**src/verilog/ndsr_map.svh**
```systemverilog
`ifndef NDSR_MAP_SVH
`define NDSR_MAP_SVH
`define NDSR_OFS_NODE        8'h29
`define NDSR_OFS_DISC        8'h2B
`define NDSR_OFS_TXCTL       8'h2E
`define NDSR_OFS_TRIGGER     8'h13
`define NDSR_OFS_NODESEL     8'h01
`define NDSR_OFS_BUSCTL      8'h12
`define NDSR_BIT_LAST        7
`define NDSR_BIT_NEXTFINAL   6
`define NDSR_BIT_FOUND       5
`define NDSR_BIT_ACTIVE      7
`define NDSR_BIT_OVREN       7
`define NDSR_BIT_ENDDISC     1
`define NDSR_RST_TXCTL       8'h00
`define NDSR_RST_NODESEL     4'h0
`define NDSR_RST_DEFLEVEL    2'h0
`endif

```
**src/verilog/ndsr_pkg.sv**
```systemverilog
`default_nettype none
package ndsr_pkg;
  typedef enum logic [1:0] {
    NDSR_LVL_HIGH = 2'h0,
    NDSR_LVL_RSVD = 2'h1,
    NDSR_LVL_MED  = 2'h2,
    NDSR_LVL_LOW  = 2'h3
  } ndsr_level_t;
  typedef struct packed {
    logic       wr;
    logic       rd;
    logic [7:0] addr;
    logic [7:0] wdata;
  } ndsr_req_t;
  typedef struct packed {
    logic       link_found;
    logic       next_final;
    logic       discovered;
    logic [3:0] number;
  } ndsr_node_t;
  typedef enum logic [1:0] {
    NDSR_IDLE = 2'b01,
    NDSR_DISC = 2'b10
  } ndsr_state_t;
endpackage
`default_nettype wire

```
**src/verilog/ndsr_ctl_reg.sv**
```systemverilog
`timescale 1ns/10ps
`default_nettype none
module ndsr_ctl_reg #(
  parameter int        W   = 8,
  parameter logic [W-1:0] RST = '0
) (
  input  wire logic         clk_i,
  input  wire logic         rst_i,
  input  wire logic         ce_i,
  input  wire logic         we_i,
  input  wire logic [W-1:0] d_i,
  output var  logic [W-1:0] q_o
);
  logic [W-1:0] next_q;
  always_comb begin
    next_q = q_o;
    if (we_i) begin
      next_q = d_i;
    end
  end
  always_ff @(posedge clk_i) begin
    if (rst_i) begin
      q_o <= RST;
    end else if (ce_i) begin
      q_o <= next_q;
    end
  end
endmodule
`default_nettype wire

```
**src/verilog/ndsr_regs.sv**
```systemverilog
// Operation
// RULE1 - last bit set at reset, cleared when downstream found
// RULE2 - next-to-final bit set during discovery
// RULE3 - discovered bit set; main node reads zero
// RULE4 - node number in bits 3:0; main zero
// RULE5 - trigger write sets active, copies node select
// RULE6 - end-discovery bit leaves discovery, clears active
// RULE7 - active bit high throughout discovery mode
// RULE8 - discovery field shows current target node
// RULE9 - idle discovery field keeps last node
// RULE10 - level applied only while override enabled
// RULE11 - level codes: high, reserved, medium, low
// RULE12 - status writes ignored, unused bits zero
`timescale 1ns/10ps
`include "ndsr_map.svh"
`default_nettype none
module ndsr_regs (
  input  wire logic              clk_i,
  input  wire logic              rst_i,
  input  wire logic              ce_i,
  input  wire logic              main_node_i,
  input  wire ndsr_pkg::ndsr_req_t req_i,
  input  wire ndsr_pkg::ndsr_node_t node_i,
  input  wire logic              node_update_i,
  input  wire logic              disc_next_i,
  input  wire logic [3:0]        disc_next_num_i,
  output var  logic [7:0]        rdata_o,
  output logic                   disc_active_o,
  output var  logic [3:0]        disc_target_o,
  output var  ndsr_pkg::ndsr_level_t tx_level_o,
  output logic                   tx_override_o
);
  import ndsr_pkg::*;

  // ----------------------------------------------------------------
  // state
  // ----------------------------------------------------------------
  ndsr_state_t state;
  ndsr_state_t next_state;
  ndsr_node_t  node;
  ndsr_node_t  next_node;
  logic [3:0]  next_target;
  logic [7:0]  txctl;
  logic [3:0]  node_select;
  logic [7:0]  next_rdata;
  ndsr_level_t next_level;
  logic        wr_trig;
  logic        wr_end;
  logic        wr_txctl;
  logic        wr_nodesel;
  logic        sel_trig;
  logic        sel_busctl;
  logic        sel_txctl;
  logic        sel_nodesel;
  logic        rd_take;
  logic [7:0]  next_rdata_out;

  // ----------------------------------------------------------------
  // register decode
  // ----------------------------------------------------------------
  // node and discovery status get no write strobe at all, so a
  // stray host write there can never disturb them
  assign sel_trig    = (req_i.addr == `NDSR_OFS_TRIGGER);
  assign sel_busctl  = (req_i.addr == `NDSR_OFS_BUSCTL);
  assign sel_txctl   = (req_i.addr == `NDSR_OFS_TXCTL);
  assign sel_nodesel = (req_i.addr == `NDSR_OFS_NODESEL);

  // trigger only counts in a main node
  assign wr_trig    = req_i.wr && sel_trig && main_node_i; // RULE5
  assign wr_end     = req_i.wr && sel_busctl && req_i.wdata[`NDSR_BIT_ENDDISC]; // RULE6
  assign wr_txctl   = req_i.wr && sel_txctl;
  assign wr_nodesel = req_i.wr && sel_nodesel;
  assign rd_take    = req_i.rd;

  ndsr_ctl_reg #(.W(8), .RST(`NDSR_RST_TXCTL)) u_txctl (
    .clk_i (clk_i),
    .rst_i (rst_i),
    .ce_i  (ce_i),
    .we_i  (wr_txctl),
    .d_i   (req_i.wdata),
    .q_o   (txctl)
  );

  ndsr_ctl_reg #(.W(4), .RST(`NDSR_RST_NODESEL)) u_nodesel (
    .clk_i (clk_i),
    .rst_i (rst_i),
    .ce_i  (ce_i),
    .we_i  (wr_nodesel),
    .d_i   (req_i.wdata[3:0]),
    .q_o   (node_select)
  );

  // ----------------------------------------------------------------
  // discovery tracking
  // ----------------------------------------------------------------
  always_comb begin
    next_state  = state;
    next_target = disc_target_o;
    case (state)
      NDSR_IDLE: begin
        if (wr_trig) begin
          next_state  = NDSR_DISC; // RULE5
          next_target = node_select; // RULE5
        end
      end
      NDSR_DISC: begin
        if (disc_next_i) begin
          next_target = disc_next_num_i; // RULE8
        end
        // end wins over a trigger in the same cycle
        if (wr_end) begin
          next_state = NDSR_IDLE; // RULE6
        end else if (wr_trig) begin
          // a repeat trigger re-aims at the selected node
          next_target = node_select; // RULE5
        end
      end
      default: begin
        next_state = NDSR_IDLE;
      end
    endcase
  end
  // target kept when idle, cleared only by reset
  assign disc_active_o = (state == NDSR_DISC); // RULE7

  // ----------------------------------------------------------------
  // node status
  // ----------------------------------------------------------------
  always_comb begin
    next_node = node;
    if (node_update_i) begin
      next_node = node_i; // RULE2
    end
  end

  // only a reset clears the target, so idle keeps the last node
  always_ff @(posedge clk_i) begin
    if (rst_i) begin
      state         <= NDSR_IDLE;
      disc_target_o <= 4'h0;
    end else if (ce_i) begin
      state         <= next_state;
      disc_target_o <= next_target; // RULE9
    end
  end

  // all-zero status means no downstream link, so last reads 1
  always_ff @(posedge clk_i) begin
    if (rst_i) begin
      node <= '0; // RULE1
    end else if (ce_i) begin
      node <= next_node;
    end
  end

  // ----------------------------------------------------------------
  // transmitter override
  // ----------------------------------------------------------------
  assign tx_override_o = txctl[`NDSR_BIT_OVREN];
  always_comb begin
    next_level = ndsr_level_t'(`NDSR_RST_DEFLEVEL);
    if (tx_override_o) begin
      next_level = ndsr_level_t'(txctl[1:0]); // RULE10 RULE11
    end
  end

  // registered level lags the control byte by one cycle
  always_ff @(posedge clk_i) begin
    if (rst_i) begin
      tx_level_o <= ndsr_level_t'(`NDSR_RST_DEFLEVEL);
    end else if (ce_i) begin
      tx_level_o <= next_level; // RULE10
    end
  end

  // ----------------------------------------------------------------
  // read path
  // ----------------------------------------------------------------
  always_comb begin
    next_rdata = 8'h00;
    case (req_i.addr)
      `NDSR_OFS_NODE: begin
        next_rdata[`NDSR_BIT_LAST]      = ~node.link_found; // RULE1
        next_rdata[`NDSR_BIT_NEXTFINAL] = node.next_final; // RULE2
        next_rdata[`NDSR_BIT_FOUND]     = node.discovered & ~main_node_i; // RULE3
        next_rdata[3:0] = main_node_i ? 4'h0 : node.number; // RULE4
      end
      `NDSR_OFS_DISC: begin
        next_rdata[`NDSR_BIT_ACTIVE] = disc_active_o; // RULE7
        next_rdata[3:0]              = disc_target_o; // RULE8
      end
      `NDSR_OFS_TXCTL: begin
        // reserved bits 6:2 stored but read zero
        next_rdata = {txctl[7], 5'h00, txctl[1:0]};
      end
      default: begin
        next_rdata = 8'h00; // RULE12
      end
    endcase
  end

  // ----------------------------------------------------------------
  // read data register
  // ----------------------------------------------------------------
  // data holds between reads, so a slow host may take it late
  always_comb begin
    next_rdata_out = rdata_o;
    if (rd_take) begin
      next_rdata_out = next_rdata;
    end
  end

  always_ff @(posedge clk_i) begin
    if (rst_i) begin
      rdata_o <= 8'h00;
    end else if (ce_i) begin
      rdata_o <= next_rdata_out;
    end
  end
endmodule
`default_nettype wire
```
**config.mk**
```make
export PLATFORM = sky130hd
export DESIGN_NAME = ndsr_regs
export DESIGN_NICKNAME = d
export VERILOG_FILES = /design/src/verilog/ndsr_pkg.sv /design/src/verilog/ndsr_ctl_reg.sv /design/src/verilog/ndsr_regs.sv
export VERILOG_INCLUDE_DIRS = /design/src /design/src/verilog
export SDC_FILE = /design/constraint.sdc
export NUM_CORES = 1
export LEC_CHECK = 0
export BUFFER_PORTS_ARGS = -buffer_cell sky130_fd_sc_hd__buf_4
export CAP_MARGIN = 20
export CORE_UTILIZATION = 40
export DETAILED_ROUTE_END_ITERATION = 12
export GPL_TIMING_DRIVEN = 0
export PLACE_DENSITY = 0.69
export SLEW_MARGIN = 10
export SYNTH_ARGS = -nofsm -noshare
export SYNTH_HDL_FRONTEND = slang
export SYNTH_HIERARCHICAL = 1
export SYNTH_SLANG_ARGS = --single-unit
export TNS_END_PERCENT = 20
```
**constraint.sdc**
```tcl
create_clock -name clk_i -period 1.9 [get_ports clk_i]
set_clock_uncertainty 0.15 [all_clocks]
set_input_delay 0.285 -clock clk_i [delete_from_list [all_inputs] [get_ports clk_i]]
set_output_delay 0.285 -clock clk_i [all_outputs]
set_load 0.1 [all_outputs]
```
==> out/results.ini, run 1 <==
[sta]
max_freq_ghz = 0.6270
hold_violations = 0
min_period_ps = 1595
whs_ps = 66.01
tightest_slew_ps = 516.2
drv_slew = 0
worst_slack_ps = 305.1
fin_setup_tns_ps = 0
min_period_over_period_pct = 83.94
slew_headroom_pct = 65.59
setup_violations = 0
rsz0062_at_grt = no

[clock_network]
cts_resized = 0
cts-root-buf = clkbuf_8
htree_levels = 2
cts_tree = yes
cts_setup_buffers = 0
hold_buffers = 0
cts_buffers = 5
clk_latency_ps = 280
clkTransAtPathRegs_ps = 60
cts.sinks = 29
clock_path_buffers = 2

[worst_setup_path]
r2r_cells = 4
worstPathRequired_ps = 1460
worstPathMaxFanout = 7
critPathKind = flip-flop to output pin
cp-start-kind = flip-flop
r2r_slack_ps = 370
reg2reg_to = disc_target_o[0]
endpoint_kind = output pin
arrival_ps = 1160
reg2reg_from = state[1]

[detailed_routing]
drc = 0
antenna_left = 0
vias_per_cell = 5.326
drt-initial-drc-count = 88
first_pass_iters = 4
routed_wl_um = 3860
vias = 1486
wire_per_inst_um = 13.84

[hold_path]
holdPathEnd = u_nodesel/q_o[0]
min_from = rst_i
worstHoldPathCells = 2
hp-class = input pin to flip-flop

[global_routing]
grtUsageTotal_pct = 20.40
met1_usage_pct = 29.04
grt-busiest-layer = met2
grt_pass1_vias = 1414
met3_usage_pct = 4.348
grt_first_pass_wirelength_um = 6410
antenna_found_initial = 0
grt_max_degree = 11
grt-ovfl-total = 0
met2_usage_pct = 30.85

[power_and_ir_drop]
p_per_area_mw_per_mm2 = 700.1
ir_worst_vdd_v = 0.0004702
power.leakage_nw = 0.7924

[final_layout]
fill_cells = 354
nNetsFinal = 267
diodes = 0
final_cell_mix = buf_4 (47), dfxtp_1 (28), a21oi_1 (26)
drive_gt1_share_pct = 32.62
syn2layout_area_growth_pct = 35.04
final_util_pct = 58.95
layout.cells.non_filler = 279
layout_commonest_cell = buf_4

[floorplanning]
die_w_um = 63.52
core_area_sq_mm = 0.003468
dieHeight_um = 63.52
start_util_pct = 43.65
die-area_sq_mm = 0.004035
rows = 21
io_pins = 51

[place]
post-place-cells = 271
dp_slack_ps = 145.8
numPortBuffers = 45
gp_congestion = 0.7690
hpwl_um = 2953

[synth]
syn_nets = 215
avgSynthCellArea_sq_um = 8.411
synth_cells = 180
synthesis.area_sq_mm = 0.001514
ys_warn_count = 6

[status]
status = complete, no violations

[job]
drv_cap = 0

[routing by layer]
metal  wire length, um  up-vias
li1                  -      755
met1              1902      687
met2              1769       40
met3               156        4
met4                31        0
met5                 0        -
[report_power, final]
| group | switching (mW) | total, mW | internal [mW] |
|---|---|---|---|
| clock network | 0.237 | 0.663 | 0.426 |
| logic | 0.0793 | 0.149 | 0.0699 |
| registers | 0.00411 | 0.619 | 0.615 |
| total | 0.321 | 1.43 | 1.11 |
[cell type report]
class                   instances  area (sq um)  share of cell area [%]
well taps                      46         57.56                   2.815
flip-flops and latches         29         581.8                   28.46
repair buffers                 45         337.8                   16.52
clock buffers                   6         82.58                   4.039
plain buffers                  15         108.9                   5.324
clock inverters                 2         37.54                   1.836
multi-input cells             131         815.8                   39.90
inverters                       5         22.52                   1.102
[stage by stage]
step / power (mW) / area [sq um]
after CTS: 1.446 / 2044
final: 1.431 / 2044
after floorplan: 0.7026 / 1529
after global routing: 1.493 / 2044
after global placement: 0.7804 / 1924
after detailed placement: 0.7808 / 1924
[worst max-delay path by stage]
stage              start          endpoint  slack [ps]  depth (start not counted)
2_1_floorplan   state[0]  disc_target_o[2]           3                          5
5_1_grt         state[1]  disc_target_o[1]         240                          4
4_1_cts         state[1]     disc_active_o         300                          3
3_3_place_gp   req_i[12]    u_txctl/q_o[0]         150                          8
3_5_place_dp   req_i[12]        rdata_o[3]         150                          5
6_report        state[1]     disc_active_o         310                          3
[worst max-delay path, cell delays in order (launching register included)]
cell and delay, ps:
dfxtp_1 410, nand2b_4 110, clkinvlp_4 80, buf_4 280
[flip-flops by register name (all words and copies together) (netlist names)]
| signal | cells |
|---|---|
| disc_target_o | 4 |
| node | 7 |
| rdata_o | 7 |
| state | 2 |
| tx_level_o | 2 |
| u_nodesel/q_o | 4 |
| u_txctl/q_o | 3 |
Power figures use the tool's default switching activity.
==> run 2: changes to the inputs <==
--- a/config.mk
+++ b/config.mk
@@ -11,7 +11,7 @@
 export CORE_UTILIZATION = 40
 export DETAILED_ROUTE_END_ITERATION = 12
 export GPL_TIMING_DRIVEN = 0
-export PLACE_DENSITY = 0.69
+export PLACE_DENSITY = 0.72
 export SLEW_MARGIN = 10
 export SYNTH_ARGS = -nofsm -noshare
 export SYNTH_HDL_FRONTEND = slang
==> constraint.sdc (replaced) <==
create_clock -name clk_i -period 1.3 [get_ports clk_i]
set_clock_uncertainty 0.15 [all_clocks]
set_input_delay 0.195 -clock clk_i [delete_from_list [all_inputs] [get_ports clk_i]]
set_output_delay 0.195 -clock clk_i [all_outputs]
set_load 0.1 [all_outputs]
==> run 2 against run 1 <==
The flow now finishes with violations (negative setup slack); via count increased by 0.54%; clock-buffer cell count unchanged; first-iteration DRC count decreased by 10%; clock power increased by 6.2%; largest cell class unchanged; largest power group is now sequential cells.
==> out/results.ini, run 2 (same netlist as run 1, synthesis figures left out) <==
[hold_path]
hp-class = input pin to flip-flop

[sta]
max_freq_ghz = 0.6862
rsz0062_at_grt = yes
tightest_slew_ps = 506.5  ; -9.627 ps
drv_slew = 0  ; unchanged
min_period_ps = 1457
setup_violations = 6  ; +6
slew_headroom_pct = 66.23  ; +0.64 points
min_period_over_period_pct = 112.1
hold_violations = 0  ; unchanged
worst_slack_ps = -157.2  ; -462.3 ps

[place]
hpwl_um = 2834  ; -4.0%
post-place-cells = 271  ; unchanged
gp_congestion = 0.8290  ; +7.8%
numPortBuffers = 45  ; unchanged

[worst_setup_path]
reg2reg_to = disc_target_o[2]
endpoint_kind = flip-flop
worstPathMaxFanout = 5  ; -2
worstPathRequired_ps = 1320  ; -140 ps
crit_slowest_cell = dfxtp_2
r2r_slack_ps = -160  ; -530 ps
arrival_ps = 1480  ; +320 ps
r2r_cells = 5  ; +1
cp_cell_sequence = nand2b_4 > clkinvlp_4 > and3_4 > a21o_1 > o2111a_1
cp-start-kind = flip-flop
reg2reg_from = state[0]
critPathTopFamily = compound AO/OA/AOI/OAI gates
max_stage_delay_ps = 330  ; -80 ps
worst-path-stages = 5  ; +2
crit_end = disc_target_o[2]
cp_num_buf_inv = 1  ; -1
crit_start = state[0]
critPathKind = flip-flop to flip-flop

[final_layout]
diodes = 0  ; unchanged
nNetsFinal = 270  ; +1.1%
final_cell_mix = buf_4 (43), dfxtp_1 (25), a21oi_1 (24)
layout_commonest_cell = buf_4
final_util_pct = 61.90  ; +3.0 points
drive_gt1_share_pct = 38.56  ; +5.9 points
top_regs = node x7, rdata_o x7
syn2layout_area_growth_pct = 41.82
layout.cells.non_filler = 282  ; +1.1%

[clock_network]
htree_levels = 2  ; unchanged
clkTransAtPathRegs_ps = 60  ; about the same
clock_path_buffers = 2  ; unchanged
cts-root-buf = clkbuf_8
cts.sinks = 29  ; unchanged
cts_buffers = 5  ; unchanged
clk_latency_ps = 280  ; about the same
cts_tree = yes

[global_routing]
grt_pass1_vias = 1365  ; -3.5%
antenna_found_initial = 0  ; unchanged
grtUsageTotal_pct = 20.95  ; +0.55 points
grt_max_degree = 11  ; unchanged
grt-ovfl-total = 0  ; unchanged
grt_first_pass_wirelength_um = 6382  ; -0.44%

[status]
status = finished with violations
violations = negative setup slack

[detailed_routing]
drt-initial-drc-count = 79  ; -10%
wire_per_inst_um = 13.80  ; -0.24%
first_pass_iters = 4  ; unchanged
routed_wl_um = 3892  ; +0.83%
vias = 1494  ; +0.54%
antenna_left = 0  ; unchanged
drc = 0  ; unchanged
vias_per_cell = 5.298  ; -0.53%

[power_and_ir_drop]
power_frac_seq_pct = 49.0  ; +5.8 points
p_per_area_mw_per_mm2 = 859.8  ; +23%
power.leakage_nw = 0.8146  ; +2.8%
switching_share_pct = 25.33  ; +2.9 points
p_switching_mw = 0.4675  ; +46%
internal-power_mw = 1.378  ; +24%
p_comb_share_pct = 12.9  ; +2.5 points
ir_worst_vdd_v = 0.0005511  ; +17%
clock_power_share_pct = 38.2  ; -8.1 points

[floorplanning]
rows = 21  ; unchanged
start_util_pct = 43.65  ; unchanged
core_area_sq_mm = 0.003468  ; unchanged
dieHeight_um = 63.52  ; unchanged
die-area_sq_mm = 0.004035  ; unchanged
die_w_um = 63.52  ; unchanged
io_pins = 51  ; unchanged

[job]
drv_cap = 0  ; unchanged

## run 2: area by class of cell
type | instances | area, sq um
Multi-Input combinational cell | 131 | 885.9
Clock inverter | 2 | 10.01
Tap cell | 46 | 57.56
Timing Repair Buffer | 48 | 401.6
Sequential cell | 29 | 585.6
Buffer | 15 | 111.4
Fill cell | 345 | 1321
Clock buffer | 6 | 72.57
Inverter | 5 | 22.52
## run 2: power groups by stage
| stage | Combinational (mW) | Clock (mW) | Sequential [mW] |
|---|---|---|---|
| after detailed placement | 0.218 | 0 | 0.923 |
| after floorplan | 0.104 | 0 | 0.923 |
| after CTS | 0.229 | 0.732 | 0.903 |
| final | 0.238 | 0.704 | 0.904 |
| after global routing | 0.258 | 0.768 | 0.904 |
| after global placement | 0.217 | 0 | 0.923 |
## run 2: routing by layer
| layer | wire (um) | part of all wire [%] | vias up | track usage (%) |
|---|---|---|---|---|
| met5 | 0 | 0 | - | 0 |
| met4 | 61 | 1.6 | 0 | 8.523 |
| met3 | 221 | 5.7 | 7 | 5.797 |
| met2 | 1801 | 46 | 43 | 32.18 |
| met1 | 1808 | 46 | 679 | 27.34 |
| li1 | - | - | 765 | - |
## run 2: repair_timing
item / 4_1_cts / 5_1_grt
endpoints found under the hold margin: 4 / 0
buffers inserted: 2 / 0
hold buffers: 1 / 0
pin swaps: 4 / 1
setup endpoints to repair: 20 / 19
resized for setup: 19 / 12
## run 2: per-stage QoR
step / setup TNS (ps) / hold WS, ps / setup WS (ps) / power [mW] / cell area, sq um
4_1_cts: -647.7 / 15.74 / -151.3 / 1.864 / 2112
2_1_floorplan: -5180 / 114.1 / -596.1 / 1.027 / 1529
5_1_grt: -1153 / 27.24 / -222.6 / 1.931 / 2147
3_5_place_dp: -5739 / 265.4 / -356.0 / 1.141 / 1924
6_report: -649.9 / 28.23 / -157.2 / 1.846 / 2147
3_3_place_gp: -5646 / 261.6 / -348.2 / 1.140 / 1924
## run 2: worst min path at each step
stage,from,endpoint,slack [ps],cells past startpoint
2_1_floorplan,rst_i,u_nodesel/q_o[0],110,1
3_3_place_gp,rst_i,u_nodesel/q_o[1],260,2
3_5_place_dp,rst_i,u_nodesel/q_o[0],270,2
4_1_cts,req_i[7],u_txctl/q_o[7],20,3
5_1_grt,node_i[3],node[3],30,3
6_report,req_i[2],u_nodesel/q_o[2],30,3
## run 2: worst register-to-register path, stage by stage, from the launching register on
cell and delay (ps):
dfxtp_2 330, nand2b_4 160, clkinvlp_4 100, and3_4 170, a21o_1 200, o2111a_1 240
